<file path="config.mk">
export PLATFORM = sky130hd
export DESIGN_NAME = licr_line_ctrl
export DESIGN_NICKNAME = d
export VERILOG_FILES = /design/src/logic/licr_pkg.sv /design/src/logic/licr_onhook_timer.sv /design/src/logic/licr_line_ctrl.sv
export SDC_FILE = /design/constraint.sdc
export NUM_CORES = 1
export LEC_CHECK = 0
export CORE_MARGIN = 5
export CORE_UTILIZATION = 56
export CTS_CLUSTER_SIZE = 28
export DETAILED_ROUTE_END_ITERATION = 8
export DONT_BUFFER_PORTS = 1
export PLACE_DENSITY = 0.76
export SETUP_SLACK_MARGIN = 0.05
export SYNTH_ARGS = -nofsm -noshare
export SYNTH_HDL_FRONTEND = slang
export SYNTH_SLANG_ARGS = --single-unit
</file>
<file path="constraint.sdc">
create_clock -name clock -period 2 [get_ports clock]
set_input_delay 0.2 -clock clock [delete_from_list [all_inputs] [get_ports clock]]
set_output_delay 0.2 -clock clock [all_outputs]
set_load 0.02 [all_outputs]
</file>
<file path="src/logic/licr_pkg.sv">
/*
 * Constants for the line interface control register block: register offsets,
 * field positions, reset values, field encodings and on-hook release timing.
 * Assumes a single 250 MHz clock and an Avalon-MM register slave with 32-bit data.
 */
package licr_pkg;
	localparam logic [7:0] OFS_LINE_CTRL   = 8'h10;
	localparam logic [7:0] OFS_LIMIT_CTRL  = 8'h11;
	localparam logic [7:0] OFS_LINE_STATUS = 8'h12;

	localparam int BIT_TERM_OFF_SQL = 7;
	localparam int BIT_ONHOOK_SPEED = 6;
	localparam int BIT_AC_TERM      = 5;
	localparam int BIT_RESERVED     = 4;
	localparam int BIT_DC_MODE_HI   = 3;
	localparam int BIT_DC_MODE_LO   = 2;
	localparam int BIT_RINGER_Z     = 1;
	localparam int BIT_RING_THRESH  = 0;
	localparam int BIT_CUR_LIMIT    = 0;

	localparam logic [7:0] LINE_CTRL_RESET  = 8'h00;
	localparam logic [7:0] LINE_CTRL_WMASK  = 8'hef;

	typedef enum logic [1:0] {
		LICR_DC_LOW_V    = 2'b00,
		LICR_DC_LOWER_V  = 2'b01,
		LICR_DC_STD_V    = 2'b10,
		LICR_DC_CUR_LIM  = 2'b11
	} licr_dc_mode_t;

	typedef enum logic [1:0] {
		LICR_HK_ON       = 2'b00,
		LICR_HK_OFF      = 2'b01,
		LICR_HK_RELEASE  = 2'b10
	} licr_hook_t;

	localparam int FAST_ONHOOK_SAMPLES = 1024;
	localparam int SLOW_ONHOOK_SAMPLES = 4096;
	localparam int SAMPLE_CNT_W        = 13;
endpackage

</file>
<file path="src/logic/licr_onhook_timer.sv">
/*
 * Counts sample strobes for the on-hook release interval.
 * Assumes sample_tick is a one-cycle pulse once per sample period.
 */
`timescale 1ns/10ps
module licr_onhook_timer #(
	parameter int CNT_W = licr_pkg::SAMPLE_CNT_W
) (
	input  wire logic             clock,       // System clock.
	input  wire logic             arst_n,      // Asynchronous reset, active low.
	input  wire logic             start,       // Begin a release interval.
	input  wire logic             sample_tick, // One pulse per sample period.
	input  wire logic [CNT_W-1:0] length,      // Samples in the interval.
	output logic                  done         // Pulse when interval ends.
);
	logic [CNT_W-1:0] count_reg;
	logic             run_reg;

	always_ff @(posedge clock or negedge arst_n) begin
		if (!arst_n) begin
			count_reg <= '0;
			run_reg   <= 1'b0;
			done      <= 1'b0;
		end else begin
			done <= 1'b0;
			if (start) begin
				count_reg <= length;
				run_reg   <= 1'b1;
			end else if (run_reg && sample_tick) begin
				if (count_reg <= CNT_W'(1)) begin
					run_reg <= 1'b0;
					done    <= 1'b1;
				end
				count_reg <= count_reg - CNT_W'(1);
			end
		end
	end
endmodule

</file>
<file path="src/logic/licr_line_ctrl.sv">
/*
 * Line interface control register with its decoded line controls.
 * Assumes an Avalon-MM master with 32-bit data, a sample strobe at the
 * sample rate and a hook request level from the rest of the device.
 */
// The Avalon-MM register port was left to the implementer.
`timescale 1ns/10ps
module licr_line_ctrl (
	input  wire logic        clock,              // 250 MHz system clock.
	input  wire logic        arst_n,             // Asynchronous reset, active low.
	input  wire logic [7:0]  avs_address,        // Byte address.
	input  wire logic        avs_read,           // Read request.
	input  wire logic        avs_write,          // Write request.
	input  wire logic [31:0] avs_writedata,      // Write data.
	input  wire logic [3:0]  avs_byteenable,     // Byte enables.
	output logic [31:0]      avs_readdata,       // Read data.
	output logic             avs_waitrequest,    // Stall until answer is ready.
	output logic [1:0]       avs_response,       // 00 okay, 10 slave error.
	input  wire logic        offhook_req,        // Host asks to be off-hook.
	input  wire logic        sample_tick,        // One pulse per sample period.
	output logic             offhook,            // Line is seized.
	output logic             dc_term_off,        // DC termination disabled, 800 ohm.
	output logic             term_pin_reduce,    // Lower termination pin voltage.
	output logic             ring_squelch,       // Ring network squelch active.
	output logic             ac_term_complex,    // Complex AC impedance selected.
	output logic [1:0]       dc_term_mode,       // DC termination mode.
	output logic [1:0]       tx_level_sel,       // 0:-5, 1:-3, 2:-1 dBm.
	output logic             current_limit_on,   // Limit below 60 mA.
	output logic             ringer_synth,       // Synthesized ringer impedance.
	output logic             ring_thresh_high    // 17 to 33 Vrms window.
);
	logic [7:0]       ctrl_reg;
	logic             limit_reg;
	logic             ack_reg;
	licr_pkg::licr_hook_t hook_reg;
	logic             rel_done;
	logic             rel_start;
	logic [licr_pkg::SAMPLE_CNT_W-1:0] rel_len;
	logic             req;
	logic             hit_ctrl;
	logic             hit_lim;
	logic             hit_stat;

	assign req      = (avs_read || avs_write) && !ack_reg;
	assign hit_ctrl = avs_address == licr_pkg::OFS_LINE_CTRL;
	assign hit_lim  = avs_address == licr_pkg::OFS_LIMIT_CTRL;
	assign hit_stat = avs_address == licr_pkg::OFS_LINE_STATUS;
	assign rel_start = hook_reg == licr_pkg::LICR_HK_OFF && !offhook_req;
	// Speed bit chooses the release counter length.
	assign rel_len = ctrl_reg[licr_pkg::BIT_ONHOOK_SPEED]
		? licr_pkg::SAMPLE_CNT_W'(licr_pkg::SLOW_ONHOOK_SAMPLES)
		: licr_pkg::SAMPLE_CNT_W'(licr_pkg::FAST_ONHOOK_SAMPLES);

	// One wait cycle, then acknowledge; waitrequest rises again after each answer.
	always_ff @(posedge clock or negedge arst_n) begin
		if (!arst_n) begin
			ack_reg         <= 1'b0;
			avs_waitrequest <= 1'b1;
		end else begin
			ack_reg         <= req;
			avs_waitrequest <= !req;
		end
	end

	always_ff @(posedge clock or negedge arst_n) begin
		if (!arst_n) begin
			ctrl_reg  <= licr_pkg::LINE_CTRL_RESET;
			limit_reg <= 1'b0;
		// A write lands only at the edge where the master sees waitrequest low.
		end else if (!avs_waitrequest && avs_write && avs_byteenable[0]) begin
			if (hit_ctrl) begin
				ctrl_reg <= avs_writedata[7:0] & licr_pkg::LINE_CTRL_WMASK;
			end
			if (hit_lim) begin
				limit_reg <= avs_writedata[licr_pkg::BIT_CUR_LIMIT];
			end
		end
	end

	always_ff @(posedge clock or negedge arst_n) begin
		if (!arst_n) begin
			avs_readdata <= '0;
			avs_response <= 2'b00;
		end else if (req) begin
			avs_readdata <= '0;
			avs_response <= (hit_ctrl || hit_lim || hit_stat) ? 2'b00 : 2'b10;
			if (avs_read && hit_ctrl) begin
				avs_readdata[7:0] <= ctrl_reg;
			end
			if (avs_read && hit_lim) begin
				avs_readdata[licr_pkg::BIT_CUR_LIMIT] <= limit_reg;
			end
			if (avs_read && hit_stat) begin
				avs_readdata[0] <= offhook;
			end
		end
	end

	// Hook state: the line stays seized through the release interval.
	always_ff @(posedge clock or negedge arst_n) begin
		if (!arst_n) begin
			hook_reg <= licr_pkg::LICR_HK_ON;
		end else begin
			unique case (hook_reg)
				licr_pkg::LICR_HK_ON: begin
					if (offhook_req) hook_reg <= licr_pkg::LICR_HK_OFF;
				end
				licr_pkg::LICR_HK_OFF: begin
					if (!offhook_req) hook_reg <= licr_pkg::LICR_HK_RELEASE;
				end
				licr_pkg::LICR_HK_RELEASE: begin
					if (offhook_req) hook_reg <= licr_pkg::LICR_HK_OFF;
					else if (rel_done) hook_reg <= licr_pkg::LICR_HK_ON;
				end
				default: hook_reg <= licr_pkg::LICR_HK_ON;
			endcase
		end
	end

	licr_onhook_timer #(.CNT_W(licr_pkg::SAMPLE_CNT_W)) licr_onhook_timer_inst (
		.clock       (clock),
		.arst_n      (arst_n),
		.start       (rel_start),
		.sample_tick (sample_tick),
		.length      (rel_len),
		.done        (rel_done)
	);

	always_ff @(posedge clock or negedge arst_n) begin
		if (!arst_n) begin
			offhook          <= 1'b0;
			dc_term_off      <= 1'b0;
			term_pin_reduce  <= 1'b0;
			ring_squelch     <= 1'b0;
			ac_term_complex  <= 1'b0;
			dc_term_mode     <= licr_pkg::LICR_DC_LOW_V;
			tx_level_sel     <= 2'b00;
			current_limit_on <= 1'b0;
			ringer_synth     <= 1'b0;
			ring_thresh_high <= 1'b0;
		end else begin
			offhook          <= hook_reg != licr_pkg::LICR_HK_ON;
			// The shared top bit is steered by the hook state.
			dc_term_off      <= hook_reg != licr_pkg::LICR_HK_ON && ctrl_reg[licr_pkg::BIT_TERM_OFF_SQL];
			term_pin_reduce  <= hook_reg != licr_pkg::LICR_HK_ON && ctrl_reg[licr_pkg::BIT_TERM_OFF_SQL];
			ring_squelch     <= hook_reg == licr_pkg::LICR_HK_ON && ctrl_reg[licr_pkg::BIT_TERM_OFF_SQL];
			ac_term_complex  <= ctrl_reg[licr_pkg::BIT_AC_TERM];
			dc_term_mode     <= ctrl_reg[licr_pkg::BIT_DC_MODE_HI:licr_pkg::BIT_DC_MODE_LO];
			unique case (licr_pkg::licr_dc_mode_t'(ctrl_reg[licr_pkg::BIT_DC_MODE_HI:licr_pkg::BIT_DC_MODE_LO]))
				licr_pkg::LICR_DC_LOW_V:   tx_level_sel <= 2'b00;
				licr_pkg::LICR_DC_LOWER_V: tx_level_sel <= 2'b01;
				licr_pkg::LICR_DC_STD_V:   tx_level_sel <= 2'b10;
				licr_pkg::LICR_DC_CUR_LIM: tx_level_sel <= 2'b10;
			endcase
			current_limit_on <= limit_reg && ctrl_reg[licr_pkg::BIT_DC_MODE_HI:licr_pkg::BIT_DC_MODE_LO]
				== licr_pkg::LICR_DC_CUR_LIM;
			ringer_synth     <= ctrl_reg[licr_pkg::BIT_RINGER_Z];
			ring_thresh_high <= ctrl_reg[licr_pkg::BIT_RING_THRESH];
		end
	end
endmodule

</file>
==> impl_metrics.py <==
metrics = {
    "floorplan": {
        "die_h_um": 71.5,
        "die-area_um2": 5110,
        "rows": 22,
        "io-pin-count": 97,
        "die_x_um": 71.5,
        "core_area_um2": 3660,
        "start_util": 0.578,
    },
    "timing": {
        "drv_slew": 0,
        "fin_crit_ns": 1.65,
        "max_freq_mhz": 605,
        "fin_ws_ns": 0.348,
        "finalSetupViolCount": 0,
        "skew_ns": 0.00718,
        "whs_ns": 0.0521,
        "final.setup.tns_ns": 0,
        "grt_setup_unrepaired": "false",
        "finalHoldViolCount": 0,
        "period_share": 0.826,
    },
    "yosys": {
        "yosys.area.top_type_share": 0.532,
        "ys.flop_type": "dfrtp_1",
        "synthArstFlopShare": 1.00,
        "yosysSeqAreaShare": 0.544,
        "yosysUniqueCellTypes": 43,
        "synth_seq_cells": 46,
        "synthCells": 185,
        "syn_area_per_cell_um2": 11.4,
        "synth_area_leaders": "dfrtp_1 53%, buf_4 9.9%, mux2_2 4.3%, nor2_1 3.4%, a22o_1 2.5%",
        "yosysWarnings": 0,
        "synth_edf_count": 0,
        "synth_area_leader_cell": "dfrtp_1",
        "syn_area_um2": 2120,
    },
    "cts": {
        "numCtsBuffers": 5,
        "cts_tree": "done",
        "cts-resized-gates": 0,
        "clk_latency_ns": 0.30,
        "clk_path_buf_depth": 2,
        "clk_pin_slew_ns": 0.08,
        "clkSinkCount": 46,
        "htree_levels": 2,
        "cts_root_buf": "clkbuf_8",
    },
    "worst_setup_path": {
        "worstPathArrival_ns": 1.82,
        "cp_common_cell": "nor4_1",
        "path_class": "register to register",
        "cp_slowest_stage_delay_ns": 0.43,
        "crit_family": "simple AND/OR/NAND/NOR gates",
        "required_ns": 2.17,
        "cp_slowest_cell": "dfrtp_1",
        "end_kind": "register",
        "start_kind": "register",
        "crit_buf_inv": 1,
        "crit_chain": "nor4_1, buf_4, nand2_1, nor4_1, nor2_1",
        "critPathMaxFanout": 5,
    },
    "place": {
        "dp.cells": 229,
        "place_area_um2": 2070,
        "dp_hpwl_um": 2940,
        "port_buffers": 0,
        "gp_congestion": 0.871,
        "pre_cts_ws_ns": 0.185,
    },
    "routing": {
        "drt-pass1-iter-count": 4,
        "avgViaCountPerCell": 5.34,
        "vias": 1288,
        "routed_wl_um": 4000,
        "drc": 0,
        "drtAntennaViolNets": 0,
        "post_drt_wl_per_cell_um": 16.6,
        "first_iter_violations": 98,
    },
    "finish": {
        "utilization": 0.606,
        "drive_above_1_share": 0.145,
        "final_nets": 244,
        "n_antenna_cell": 0,
        "syn_to_final_growth_pct": 4.79,
        "fin_cells": 241,
        "largest_reg_flops": 13,
        "design_area_um2": 2220,
    },
    "global_routing": {
        "grt_usage": 0.166,
        "antenna_found_initial": 0,
        "grt-ovfl-total": 0,
        "grt_pass1_wl_um": 6670,
        "grt_max_degree": 47,
        "grt_pass1_vias": 1391,
    },
    "pwr": {
        "fin_total_pwr_mw": 2.44,
        "ir_drop_v": 0.000534,
        "p_leak_nw": 1.07,
        "power_density_nw_per_um2": 1100,
    },
    "job": {
        "cap_viol_max_count": 0,
    },
    "outcome": {
        "outcome": "complete, no violations",
    },
    "min_path": {
        "hold_class": "input port to register",
    },
}
[cell type report]
| class | instances | area [um2] |
|---|---|---|
| Multi-Input combinational cell | 126 | 810 |
| Inverter | 5 | 18.8 |
| Timing Repair Buffer | 8 | 87.6 |
| Tap cell | 48 | 60.1 |
| Clock buffer | 5 | 68.8 |
| Clock inverter | 3 | 21.3 |
| Sequential cell | 46 | 1150 |
| Fill cell | 299 | 1440 |
[cells in the final DEF (no fill, tap or decap), drive strengths merged, types with 3 or more instances in the layout]
| cell type | netlist | final |
|---|---|---|
| a21oi | 4 | 4 |
| a22o | 6 | 6 |
| and3 | 3 | 3 |
| buf | 29 | 5 |
| clkbuf | 4 | 5 |
| conb | 1 | 26 |
| dfrtp | 45 | 45 |
| dlygate4sd3 | 0 | 3 |
| inv | 5 | 5 |
| mux2 | 8 | 8 |
| nand2 | 8 | 8 |
| nand3 | 3 | 3 |
| nand4b | 3 | 3 |
| nor2 | 19 | 19 |
| nor3 | 5 | 5 |
| xnor2 | 5 | 5 |
| xor2 | 6 | 6 |
[where the power goes]
group / internal (mW) / switching [mW] / total, mW
logic: 0.288 / 0.355 / 0.644
clock network: 0.246 / 0.311 / 0.557
registers: 1.07 / 0.168 / 1.24
total: 1.61 / 0.835 / 2.44
[metal layers]
| metal | up-vias | GRT usage | share of wire |
|---|---|---|---|
| li1 | 591 | - | - |
| met5 | - | 0 | 0 |
| met3 | 7 | 0.0449 | 0.081 |
| met1 | 644 | 0.197 | 0.39 |
| met2 | 46 | 0.285 | 0.52 |
| met4 | 0 | 0.0668 | 0.015 |
[logic make-up after synthesis]
group                      after synthesis  synth area share
adders and majority gates                2            0.0118
and+or+nand+nor                         58             0.163
muxes                                    9            0.0473
AOI/OAI and AO/OA                       20            0.0692
other                                    1           0.00177
DFF                                     46             0.544
xor gates and xnor gates                11            0.0455
buffers and inverters                   38             0.118
[cell usage after synthesis, drive strengths merged (2+ instances only)]
cell and instances:
ha 2, nand2 8, nand3 3, o21ai 2
mux2 8, dfrtp 45, a22o 6, nor3b 2
buf 29, inv 5, nor2b 2, nor3 5
and3 3, xor2 6, clkbuf 4, nand4 2
or3b 2, xnor2 5, nor4 2, nor2 19
nand4b 3, a21oi 4, o31ai 2
[path summary, 6_finish.rpt]
| path | from | endpoint | slack, ns | cells after the start |
|---|---|---|---|---|
| max in group asynchronous | arst_n | avs_waitrequest | 1.34 | 2 |
| min reg2reg | ctrl_reg[1] | ringer_synth | 0.41 | 0 |
| max | licr_onhook_timer_inst.count_reg[5] | licr_onhook_timer_inst.run_reg | 0.35 | 5 |
| max reg2reg | licr_onhook_timer_inst.count_reg[5] | licr_onhook_timer_inst.run_reg | 0.35 | 5 |
| min in group asynchronous | arst_n | current_limit_on | 0.40 | 2 |
| min | avs_writedata[5] | ctrl_reg[5] | 0.05 | 1 |
[repair_timing]
item,in CTS,in global routing
endpoints found under the setup margin,0,0
setup buffers,0,0
hold buffers,3,1
endpoints found under the hold margin,47,1
Note: power is estimated with default switching activity, not from simulation.
